### src/hw/nrcs_defines.svh
`ifndef NRCS_DEFINES_SVH
`define NRCS_DEFINES_SVH

// ************************************************
// Clock and busy times
// ************************************************
`define NRCS_CLK_PERIOD_NS 5
`define NRCS_PAGE_LOAD_NS 20000
`define NRCS_ECC_PAGE_LOAD_NS 20400
`define NRCS_CACHE_BUSY_NS 3000
`define NRCS_PCACHE_BUSY_NS 3000
`define NRCS_LAST_PROG_NS 20000
`define NRCS_CYC(ns) (((ns) + `NRCS_CLK_PERIOD_NS - 1) / `NRCS_CLK_PERIOD_NS)
`define NRCS_PAGE_LOAD_CYC 12'(`NRCS_CYC(`NRCS_PAGE_LOAD_NS))
`define NRCS_ECC_PAGE_LOAD_CYC 12'(`NRCS_CYC(`NRCS_ECC_PAGE_LOAD_NS))
`define NRCS_CACHE_BUSY_CYC 12'(`NRCS_CYC(`NRCS_CACHE_BUSY_NS))
`define NRCS_PCACHE_BUSY_CYC 12'(`NRCS_CYC(`NRCS_PCACHE_BUSY_NS))
`define NRCS_LAST_PROG_CYC 12'(`NRCS_CYC(`NRCS_LAST_PROG_NS))

// ************************************************
// Command codes
// ************************************************
`define NRCS_CMD_READ_MODE 8'h00
`define NRCS_CMD_PAGE_CONF 8'h30
`define NRCS_CMD_CACHE_SEQ 8'h31
`define NRCS_CMD_CACHE_LAST 8'h3f
`define NRCS_CMD_STATUS 8'h70
`define NRCS_CMD_STATUS_ENH 8'h78
`define NRCS_CMD_RESET 8'hff
`define NRCS_CMD_RND_READ 8'h05
`define NRCS_CMD_RND_CONF 8'he0
`define NRCS_CMD_PROG 8'h80
`define NRCS_CMD_PROG_CONF 8'h10
`define NRCS_CMD_PCACHE_CONF 8'h15
`define NRCS_CMD_DATA_IN 8'h85

// ************************************************
// Address and status layout
// ************************************************
`define NRCS_ADDR_CYCLES 3'h5
`define NRCS_COL_CYCLES 3'h2
`define NRCS_PAGE_BYTES 12'h880
`define NRCS_ST_RDY_BIT 6
`define NRCS_ST_ARRAY_READY_FLAG_BIT 5
`define NRCS_ST_FAIL_BIT 0

`endif

### src/hw/nrcs_pkg.sv
package nrcs_pkg;

  typedef enum logic [2:0] {
    ST_READY = 3'b000,
    ST_PAGE_LOAD = 3'b001,
    ST_CACHE_BUSY = 3'b010,
    ST_CACHE_ACTIVE = 3'b011,
    ST_LAST_BUSY = 3'b100,
    ST_PCACHE_BUSY = 3'b101,
    ST_PCACHE_ACTIVE = 3'b110,
    ST_PROG_BUSY = 3'b111
  } nrcs_state_type;

  typedef enum logic [1:0] {
    PH_IDLE = 2'b00,
    PH_READ = 2'b01,
    PH_RND = 2'b10,
    PH_PROG = 2'b11
  } nrcs_phase_type;

endpackage

### src/hw/nrcs_stream_if.sv
`timescale 1ns/1ps

interface nrcs_stream_if #(
  parameter int WIDTH = 8
) ();
  logic wr_valid;
  logic wr_ready;
  logic [WIDTH-1:0] wr_data;
  logic rd_valid;
  logic rd_ready;
  logic [WIDTH-1:0] rd_data;
  logic clear;

  modport fifo_side (
    input wr_valid,
    input wr_data,
    input rd_ready,
    input clear,
    output wr_ready,
    output rd_valid,
    output rd_data
  );

  modport user_side (
    output wr_valid,
    output wr_data,
    output rd_ready,
    output clear,
    input wr_ready,
    input rd_valid,
    input rd_data
  );
endinterface

### src/hw/nrcs_fifo.sv
`timescale 1ns/1ps

module nrcs_fifo #(
  parameter int WIDTH = 8,
  parameter int DEPTH = 8
) (
  input wire logic ref_clk,
  input wire logic rst_n_sync,
  nrcs_stream_if.fifo_side sif
);
  localparam int AW = $clog2(DEPTH);

  logic [WIDTH-1:0] mem [DEPTH];
  logic [AW:0] wptr;
  logic [AW:0] rptr;

  wire full = (wptr[AW] != rptr[AW]) && (wptr[AW-1:0] == rptr[AW-1:0]);
  wire empty = (wptr == rptr);
  wire do_wr = sif.wr_valid && !full && !sif.clear;
  wire do_rd = sif.rd_ready && !empty && !sif.clear;

  assign sif.wr_ready = !full;
  assign sif.rd_valid = !empty;
  assign sif.rd_data = mem[rptr[AW-1:0]];

  // ************************************************
  // Pointers
  // ************************************************
  always_ff @(posedge ref_clk or negedge rst_n_sync)
  begin
    if (!rst_n_sync)
    begin
      wptr <= '0;
      rptr <= '0;
    end
    else if (sif.clear)
    begin
      wptr <= '0;
      rptr <= '0;
    end
    else
    begin
      if (do_wr)
        wptr <= wptr + 1'b1;
      if (do_rd)
        rptr <= rptr + 1'b1;
    end
  end

  always_ff @(posedge ref_clk)
  begin
    if (do_wr)
      mem[wptr[AW-1:0]] <= sif.wr_data;
  end
endmodule

### src/hw/nrcs_seq.sv
// Function
// - Read-mode after status polling switches output from status back to data
// - Read-mode and cache reads taken when ready or during cache read
// - Page read is 00h, full address, 30h; taken only when fully ready
// - After 30h both ready flags stay low for page load time
// - Random data read pair changes output column during data output
// - 31h: busy pin low for cache busy time, then lun ready only, column 0
// - Sequential cache read after last page continues in next block
// - Random cache read ignores column, loads addressed block and page
// - 3Fh: busy for cache busy time, then fully ready, column 0
// - Program-cache confirm: busy, then lun ready with array busy
// - During program busy times only status and reset are taken
// - During program-cache activity only program-related, status, reset taken
// - During cache busy time only status and reset are taken
// - During active cache read only read-related, status, reset taken
`timescale 1ns/1ps
`include "nrcs_defines.svh"

module nrcs_seq (
  input wire logic ref_clk,
  input wire logic rst_n,
  input wire logic cmd_stb,
  input wire logic addr_stb,
  input wire logic [7:0] bus_byte,
  input wire logic ecc_enable,
  input wire logic op_fail_flag,
  input wire logic [7:0] cache_rd_data,
  input wire logic dout_ready,
  output logic lun_ready_flag,
  output logic array_ready_flag,
  output logic target_busy_n,
  output logic out_status_mode,
  output logic [7:0] status_byte,
  output logic [11:0] cache_rd_addr,
  output logic [16:0] load_row,
  output logic array_load,
  output logic cache_copy,
  output logic prog_copy,
  output logic dout_valid,
  output logic [7:0] dout_data
);
  logic rst_q1;
  logic rst_q;
  nrcs_pkg::nrcs_state_type state;
  nrcs_pkg::nrcs_state_type next_state;
  nrcs_pkg::nrcs_phase_type phase;
  logic [11:0] tmr;
  logic [11:0] next_tmr;
  logic [2:0] addr_cnt;
  logic [11:0] col_addr;
  logic [16:0] row_addr;
  logic [7:0] next_status;

  nrcs_stream_if #(.WIDTH(8)) sif ();

  // ************************************************
  // Decoding
  // ************************************************
  function automatic logic lun_rdy(input nrcs_pkg::nrcs_state_type st);
    lun_rdy = (st == nrcs_pkg::ST_READY) || (st == nrcs_pkg::ST_CACHE_ACTIVE)
      || (st == nrcs_pkg::ST_PCACHE_ACTIVE);
  endfunction

  function automatic logic cmd_ok(input nrcs_pkg::nrcs_state_type st,
                                  input logic [7:0] c);
    logic base;
    base = (c == `NRCS_CMD_STATUS) || (c == `NRCS_CMD_STATUS_ENH)
      || (c == `NRCS_CMD_RESET);
    case (st)
      nrcs_pkg::ST_READY: cmd_ok = 1'b1;
      nrcs_pkg::ST_CACHE_ACTIVE: cmd_ok = base || (c == `NRCS_CMD_READ_MODE)
        || (c == `NRCS_CMD_CACHE_SEQ) || (c == `NRCS_CMD_CACHE_LAST)
        || (c == `NRCS_CMD_RND_READ) || (c == `NRCS_CMD_RND_CONF);
      nrcs_pkg::ST_PCACHE_ACTIVE: cmd_ok = base || (c == `NRCS_CMD_PROG)
        || (c == `NRCS_CMD_PROG_CONF) || (c == `NRCS_CMD_PCACHE_CONF)
        || (c == `NRCS_CMD_DATA_IN);
      default: cmd_ok = base;
    endcase
  endfunction

  wire cmd_take = cmd_stb && cmd_ok(state, bus_byte);
  wire addr_full = (addr_cnt == `NRCS_ADDR_CYCLES);
  wire read_ctx = (state == nrcs_pkg::ST_READY) || (state == nrcs_pkg::ST_CACHE_ACTIVE);
  wire take_read = cmd_take && (bus_byte == `NRCS_CMD_READ_MODE);
  wire take_page = cmd_take && (bus_byte == `NRCS_CMD_PAGE_CONF) && (phase == nrcs_pkg::PH_READ)
    && addr_full && (state == nrcs_pkg::ST_READY);
  wire take_rand = cmd_take && (bus_byte == `NRCS_CMD_CACHE_SEQ)
    && (phase == nrcs_pkg::PH_READ) && addr_full && read_ctx;
  wire take_seq = cmd_take && (bus_byte == `NRCS_CMD_CACHE_SEQ)
    && ((phase != nrcs_pkg::PH_READ) || (addr_cnt == 3'h0)) && read_ctx;
  wire take_last = cmd_take && (bus_byte == `NRCS_CMD_CACHE_LAST) && read_ctx;
  wire take_rnd = cmd_take && (bus_byte == `NRCS_CMD_RND_READ);
  wire take_rnd_conf = cmd_take && (bus_byte == `NRCS_CMD_RND_CONF)
    && (phase == nrcs_pkg::PH_RND) && (addr_cnt == `NRCS_COL_CYCLES) && !out_status_mode;
  wire take_prog = cmd_take && (bus_byte == `NRCS_CMD_PROG);
  wire take_din = cmd_take && (bus_byte == `NRCS_CMD_DATA_IN) && (phase == nrcs_pkg::PH_PROG);
  wire take_p10 = cmd_take && (bus_byte == `NRCS_CMD_PROG_CONF)
    && (phase == nrcs_pkg::PH_PROG) && addr_full;
  wire take_p15 = cmd_take && (bus_byte == `NRCS_CMD_PCACHE_CONF)
    && (phase == nrcs_pkg::PH_PROG) && addr_full;
  wire take_status = cmd_take
    && ((bus_byte == `NRCS_CMD_STATUS) || (bus_byte == `NRCS_CMD_STATUS_ENH));
  wire take_reset = cmd_take && (bus_byte == `NRCS_CMD_RESET);
  wire take_addr = addr_stb && (phase != nrcs_pkg::PH_IDLE) && !addr_full;
  wire confirm = take_page || take_rand || take_seq || take_last || take_p10 || take_p15;
  wire flush = take_page || take_rand || take_seq || take_last || take_rnd_conf
    || take_reset || take_status;
  wire timeout = (tmr == 12'h001);
  wire push = !out_status_mode && read_ctx && (cache_rd_addr < `NRCS_PAGE_BYTES)
    && sif.wr_ready && !flush;

  // ************************************************
  // Busy sequencing
  // ************************************************
  always_comb
  begin
    next_state = state;
    next_tmr = (tmr != 12'h000) ? tmr - 12'h001 : tmr;
    if (take_reset)
    begin
      next_state = nrcs_pkg::ST_READY;
      next_tmr = 12'h000;
    end
    else if (take_page)
    begin
      next_state = nrcs_pkg::ST_PAGE_LOAD;
      next_tmr = ecc_enable ? `NRCS_ECC_PAGE_LOAD_CYC : `NRCS_PAGE_LOAD_CYC;
    end
    else if (take_seq || take_rand)
    begin
      next_state = nrcs_pkg::ST_CACHE_BUSY;
      next_tmr = `NRCS_CACHE_BUSY_CYC;
    end
    else if (take_last)
    begin
      next_state = nrcs_pkg::ST_LAST_BUSY;
      next_tmr = `NRCS_CACHE_BUSY_CYC;
    end
    else if (take_p15)
    begin
      next_state = nrcs_pkg::ST_PCACHE_BUSY;
      next_tmr = `NRCS_PCACHE_BUSY_CYC;
    end
    else if (take_p10)
    begin
      next_state = nrcs_pkg::ST_PROG_BUSY;
      next_tmr = `NRCS_LAST_PROG_CYC;
    end
    else if (timeout)
    begin
      unique case (state)
        nrcs_pkg::ST_CACHE_BUSY: next_state = nrcs_pkg::ST_CACHE_ACTIVE;
        nrcs_pkg::ST_PCACHE_BUSY:
        begin
          next_state = nrcs_pkg::ST_PCACHE_ACTIVE;
          next_tmr = `NRCS_LAST_PROG_CYC;
        end
        nrcs_pkg::ST_READY: next_state = nrcs_pkg::ST_READY;
        nrcs_pkg::ST_CACHE_ACTIVE: next_state = nrcs_pkg::ST_CACHE_ACTIVE;
        nrcs_pkg::ST_PAGE_LOAD,
        nrcs_pkg::ST_LAST_BUSY,
        nrcs_pkg::ST_PCACHE_ACTIVE,
        nrcs_pkg::ST_PROG_BUSY: next_state = nrcs_pkg::ST_READY;
      endcase
    end
  end

  always_comb
  begin
    next_status = 8'h00;
    next_status[`NRCS_ST_RDY_BIT] = lun_rdy(next_state);
    next_status[`NRCS_ST_ARRAY_READY_FLAG_BIT] = (next_state == nrcs_pkg::ST_READY);
    next_status[`NRCS_ST_FAIL_BIT] = op_fail_flag;
  end

  // ************************************************
  // Reset release
  // ************************************************
  always_ff @(posedge ref_clk or negedge rst_n)
  begin
    if (!rst_n)
    begin
      rst_q1 <= 1'b0;
      rst_q <= 1'b0;
    end
    else
    begin
      rst_q1 <= 1'b1;
      rst_q <= rst_q1;
    end
  end

  // ************************************************
  // State, flags and address capture
  // ************************************************
  always_ff @(posedge ref_clk or negedge rst_q)
  begin
    if (!rst_q)
    begin
      state <= nrcs_pkg::ST_READY;
      tmr <= 12'h000;
      lun_ready_flag <= 1'b1;
      array_ready_flag <= 1'b1;
      target_busy_n <= 1'b1;
      status_byte <= 8'h00;
      load_row <= 17'h00000;
      array_load <= 1'b0;
      cache_copy <= 1'b0;
      prog_copy <= 1'b0;
    end
    else
    begin
      state <= next_state;
      tmr <= next_tmr;
      lun_ready_flag <= lun_rdy(next_state);
      array_ready_flag <= (next_state == nrcs_pkg::ST_READY);
      target_busy_n <= lun_rdy(next_state);
      status_byte <= next_status;
      array_load <= take_page || take_seq || take_rand;
      cache_copy <= take_seq || take_rand || take_last;
      prog_copy <= take_p10 || take_p15;
      if (take_page || take_rand)
        load_row <= row_addr;
      else if (take_seq)
        load_row <= load_row + 17'h00001;
    end
  end

  always_ff @(posedge ref_clk or negedge rst_q)
  begin
    if (!rst_q)
    begin
      phase <= nrcs_pkg::PH_IDLE;
      addr_cnt <= 3'h0;
      col_addr <= 12'h000;
      row_addr <= 17'h00000;
    end
    else
    begin
      if (take_read)
        phase <= nrcs_pkg::PH_READ;
      else if (take_rnd)
        phase <= nrcs_pkg::PH_RND;
      else if (take_prog)
        phase <= nrcs_pkg::PH_PROG;
      else if (confirm || take_rnd_conf || take_reset)
        phase <= nrcs_pkg::PH_IDLE;
      if (take_read || take_rnd || take_prog || take_din)
        addr_cnt <= 3'h0;
      else if (take_addr)
        addr_cnt <= addr_cnt + 3'h1;
      if (take_addr)
      begin
        unique case (addr_cnt)
          3'h0: col_addr[7:0] <= bus_byte;
          3'h1: col_addr[11:8] <= bus_byte[3:0];
          3'h2: row_addr[7:0] <= bus_byte;
          3'h3: row_addr[15:8] <= bus_byte;
          3'h4: row_addr[16] <= bus_byte[0];
          default: row_addr <= row_addr;
        endcase
      end
    end
  end

  // ************************************************
  // Output column and data stream
  // ************************************************
  assign sif.wr_valid = push;
  assign sif.wr_data = cache_rd_data;
  assign sif.clear = flush;
  assign sif.rd_ready = !dout_valid || dout_ready;

  always_ff @(posedge ref_clk or negedge rst_q)
  begin
    if (!rst_q)
    begin
      out_status_mode <= 1'b1;
      cache_rd_addr <= 12'h000;
      dout_valid <= 1'b0;
      dout_data <= 8'h00;
    end
    else
    begin
      if (take_status || take_reset)
        out_status_mode <= 1'b1;
      else if (take_read)
        out_status_mode <= 1'b0;
      if (take_page || take_rnd_conf)
        cache_rd_addr <= col_addr;
      else if (take_seq || take_rand || take_last)
        cache_rd_addr <= 12'h000;
      else if (push)
        cache_rd_addr <= cache_rd_addr + 12'h001;
      if (flush)
        dout_valid <= 1'b0;
      else if (sif.rd_ready)
      begin
        dout_valid <= sif.rd_valid;
        dout_data <= sif.rd_data;
      end
    end
  end

  nrcs_fifo #(
    .WIDTH(8),
    .DEPTH(8)
  ) u_fifo (
    .ref_clk(ref_clk),
    .rst_n_sync(rst_q),
    .sif(sif)
  );
endmodule

### config.mk
export PLATFORM = sky130hd
export DESIGN_NAME = nrcs_seq
export DESIGN_NICKNAME = d
export VERILOG_FILES = /design/src/hw/nrcs_pkg.sv /design/src/hw/nrcs_stream_if.sv /design/src/hw/nrcs_fifo.sv /design/src/hw/nrcs_seq.sv
export VERILOG_INCLUDE_DIRS = /design/src /design/src/hw
export SDC_FILE = /design/constraint.sdc
export NUM_CORES = 1
export LEC_CHECK = 0
export BUFFER_PORTS_ARGS = -buffer_cell sky130_fd_sc_hd__buf_2
export CORE_ASPECT_RATIO = 0.7
export CORE_UTILIZATION = 40
export DETAILED_ROUTE_END_ITERATION = 6
export PLACE_DENSITY_LB_ADDON = 0.2
export SLEW_MARGIN = 0
export SYNTH_ARGS = -nofsm -noshare
export SYNTH_HDL_FRONTEND = slang
export SYNTH_HIERARCHICAL = 1
export SYNTH_SLANG_ARGS = --single-unit
### constraint.sdc
create_clock -name ref_clk -period 4.48 [get_ports ref_clk]
set_clock_uncertainty 0.15 [all_clocks]
set_input_delay 1.344 -clock ref_clk [delete_from_list [all_inputs] [get_ports ref_clk]]
set_output_delay 1.344 -clock ref_clk [all_outputs]
set_load 0.01 [all_outputs]
==> impl_metrics.toml <==
[grt]
grt_max_degree = 75
overflow = 0
antenna_found_initial = 0
track_usage_pct = 19.8
grt_pass1_wl_um = 33000
grt_pass1_vias = 5965

[synthesis]
netlist_instances = 719
ys_top_cells_by_count = "dfrtp_1, edfxtp_1, nand2_1"
ys_ff_latch = 170
syn_area_mm2 = 0.00852
synth.area.top_cells = "dfrtp_1, edfxtp_1, mux2_2"
synth_warnings = 6
yosysTopAreaCellShare_pct = 30.2
seq_area_frac_synth_pct = 53.7
ys.flop_type = "dfrtp_1"
synth_top_cell_by_area = "dfrtp_1"
synth_edf_count = 64
synthArstFlopShare_pct = 62.4
avgSynthCellArea_um2 = 11.9
synth_cell_type_count = 73
yosysMostFrequentCell = "dfrtp_1"

[detailed_routing]
drc = 0
drt-initial-drc-count = 378
drt_pre_antenna_iters = 5
vias = 6071
route.met3.wl_um = 1180
viasPerCell = 5.56
post_drt_wl_per_cell_um = 18.5
top_layer = "met4"
final_antenna_net_count = 0
routed_wl_um = 20200
drt-met1-wl_um = 10100
route.met2.wl_um = 8820

[finish]
syn_to_final_growth_pct = 16.1
regArea_mm2 = 0.00458
multiInputGateArea_mm2 = 0.00372
fillers = 1894
nets = 837
drive_gt1_share_pct = 26.8
antenna_cells = 0

[critical_path]
slowest_stage = "or3_4"
rr_endpoint = "u_fifo/mem[6][0]$_DFFE_PP_"
crit_chain = "buf_2 -> and3_1 -> a21boi_0 -> o41a_1 -> a311oi_4 -> or3_4 -> nor2_1 -> nor3b_1 -> nand2_1 -> nor3b_2 -> buf_4"
worst-path-max-fanout = 8
r2r_start = "addr_cnt[1]$_DFFE_PN0P_"
cp_slowest_stage_delay_ps = 440
required_ps = 4460
start_kind = "input port"
path_class = "in2reg"
critPathLaunch = "bus_byte[4]"
cp.depth = 11
reg2reg_depth = 12
worst_ep_arrival_time_ps = 3950
endpoint = "u_fifo/mem[6][0]$_DFFE_PP_"
crit_family = "simple AND/OR/NAND/NOR gates"
crit_path_end_kind = "flip-flop"
reg2reg_slack_ps = 1020
path_buf_inv = 2

[cts]
cts_tree = "done"
ctsResizeCount = 0
cts_buffer_depth = 2
post_cts.repair.setup_buffers = 0
cts-root-buf = "clkbuf_16"
cts_buffers = 17
cts_num_sinks = 170
h-tree-depth = 4
worstSkewPairLatency_ps = 430
cts-hold-fix-buffers = 0
clkSlewWorstSetupHoldPaths_ps = 70

[sta]
clock.fmax_mhz = 252
slew-limit-headroom_pct = 30.3
drv_slew = 0
min_period_ps = 3970
finalCritPeriodShare_pct = 88.5
hold_viol_final = 0
rsz0062_at_grt = "no"
setup_tns_ps = 0
fin_ws_ps = 513
setup_violations = 0
worstMarginPinSlew_ps = 1030

[min_path]
min_path_type = "reg2reg"

[die]
core_area_mm2 = 0.0208
die_w_um = 176
dieArea_mm2 = 0.0219
initial_core_util_pct = 41.0
io_pins = 76
row_count = 44
dieHeight_um = 124

[place]
port_buffers = 70
place.gp.congestion = 0.852
dp_hpwl_um = 14600
pre_cts_slack_ps = 119

[pwr]
power.density_mw_per_mm2 = 522
ir_worst_vdd_v = 0.000295
leakage_nw = 4.19

[outcome]
outcome = "completed"

[flow_run]
drv_cap = 0
stage by stage:
| step | hold WS [ps] | area [µm²] | total power, mW | util (%) | cells |
|---|---|---|---|---|---|
| after detailed placement | 189 | 9340 | 3.82 | 44.9 | 1060 |
| final | 202 | 9890 | 5.16 | 47.5 | 1092 |
| after CTS | 205 | 9890 | 5.22 | 47.5 | 1092 |
| after floorplan | 181 | 8580 | 3.36 | - | 723 |
| after global placement | 187 | 9340 | 3.77 | 44.9 | 1060 |
| after global routing | 212 | 9890 | 5.49 | 47.5 | 1092 |
sequential cells by signal, summed over array words and instances, names as in the netlist, 2 cells and up:
name           flops
load_row          17
row_addr          17
cache_rd_addr     12
u_fifo/rptr        4
dout_data          8
u_fifo/wptr        4
u_fifo/mem        64
status_byte        3
addr_cnt           3
phase              2
col_addr          12
state              3
tmr               12
kinds of logic after synthesis:
family,share of synthesized area [%]
AOI/OAI and AO/OA,11.5
xor gates and xnor gates,3.27
adders and majority gates,1.62
buffers and inverters,3.46
DFF,53.7
muxes,11.6
other,0.0881
and+or+nand+nor,14.7
metal layers:
layer / up-vias / GRT usage (%)
li1: 2838 / -
met1: 3008 / 30.1
met2: 207 / 27.8
met3: 18 / 4.88
met4: 0 / 4.90
met5: - / 0
worst min-delay path by stage:
| stage | start | endpoint | depth (start not counted) |
|---|---|---|---|
| detailed placement | rst_q1$_DFF_PN0_ | rst_q$_DFF_PN0_ | 0 |
| CTS | rst_q1$_DFF_PN0_ | rst_q$_DFF_PN0_ | 0 |
| global route | rst_q1$_DFF_PN0_ | rst_q$_DFF_PN0_ | 0 |
| finish | rst_q1$_DFF_PN0_ | rst_q$_DFF_PN0_ | 0 |
| global placement | rst_q1$_DFF_PN0_ | rst_q$_DFF_PN0_ | 0 |
| floorplan | rst_q1$_DFF_PN0_ | rst_q$_DFF_PN0_ | 0 |
worst register-to-register path, delay by kind of cell, from the launching register on:
family | cells | cell delay, ps
flops | 1 | 400
compound gates | 3 | 790
simple gates | 6 | 1280
buf+inv | 2 | 290
fa+ha+maj | 1 | 240
cell usage in the layout, fill, tap and decap left out, drive strengths merged, types with 12 or more instances in the layout:
cell type / count
xor2: 19
o31ai: 13
nand3: 24
nand2: 59
inv: 21
nand4: 14
and3: 13
edfxtp: 64
mux2: 48
mux4: 16
buf: 106
o21ai: 31
clkbuf: 18
xnor2: 12
a21oi: 46
nor3: 16
nor2: 29
dfrtp: 103
report_power, final:
part | internal [mW] | switching (mW)
clock network | 0.736 | 0.642
logic | 0.732 | 0.799
registers | 1.97 | 0.279
total | 3.44 | 1.72
layout make-up:
type                       count  area share, %
tap                          276           3.49
sequential                   170           46.3
inverter                      16          0.607
multi-input combinational    492           37.6
clock buffer                  18           4.44
clock inverter                14           1.09
timing repair buffer         106           6.40
No activity file was read; power rests on OpenSTA's default activity.
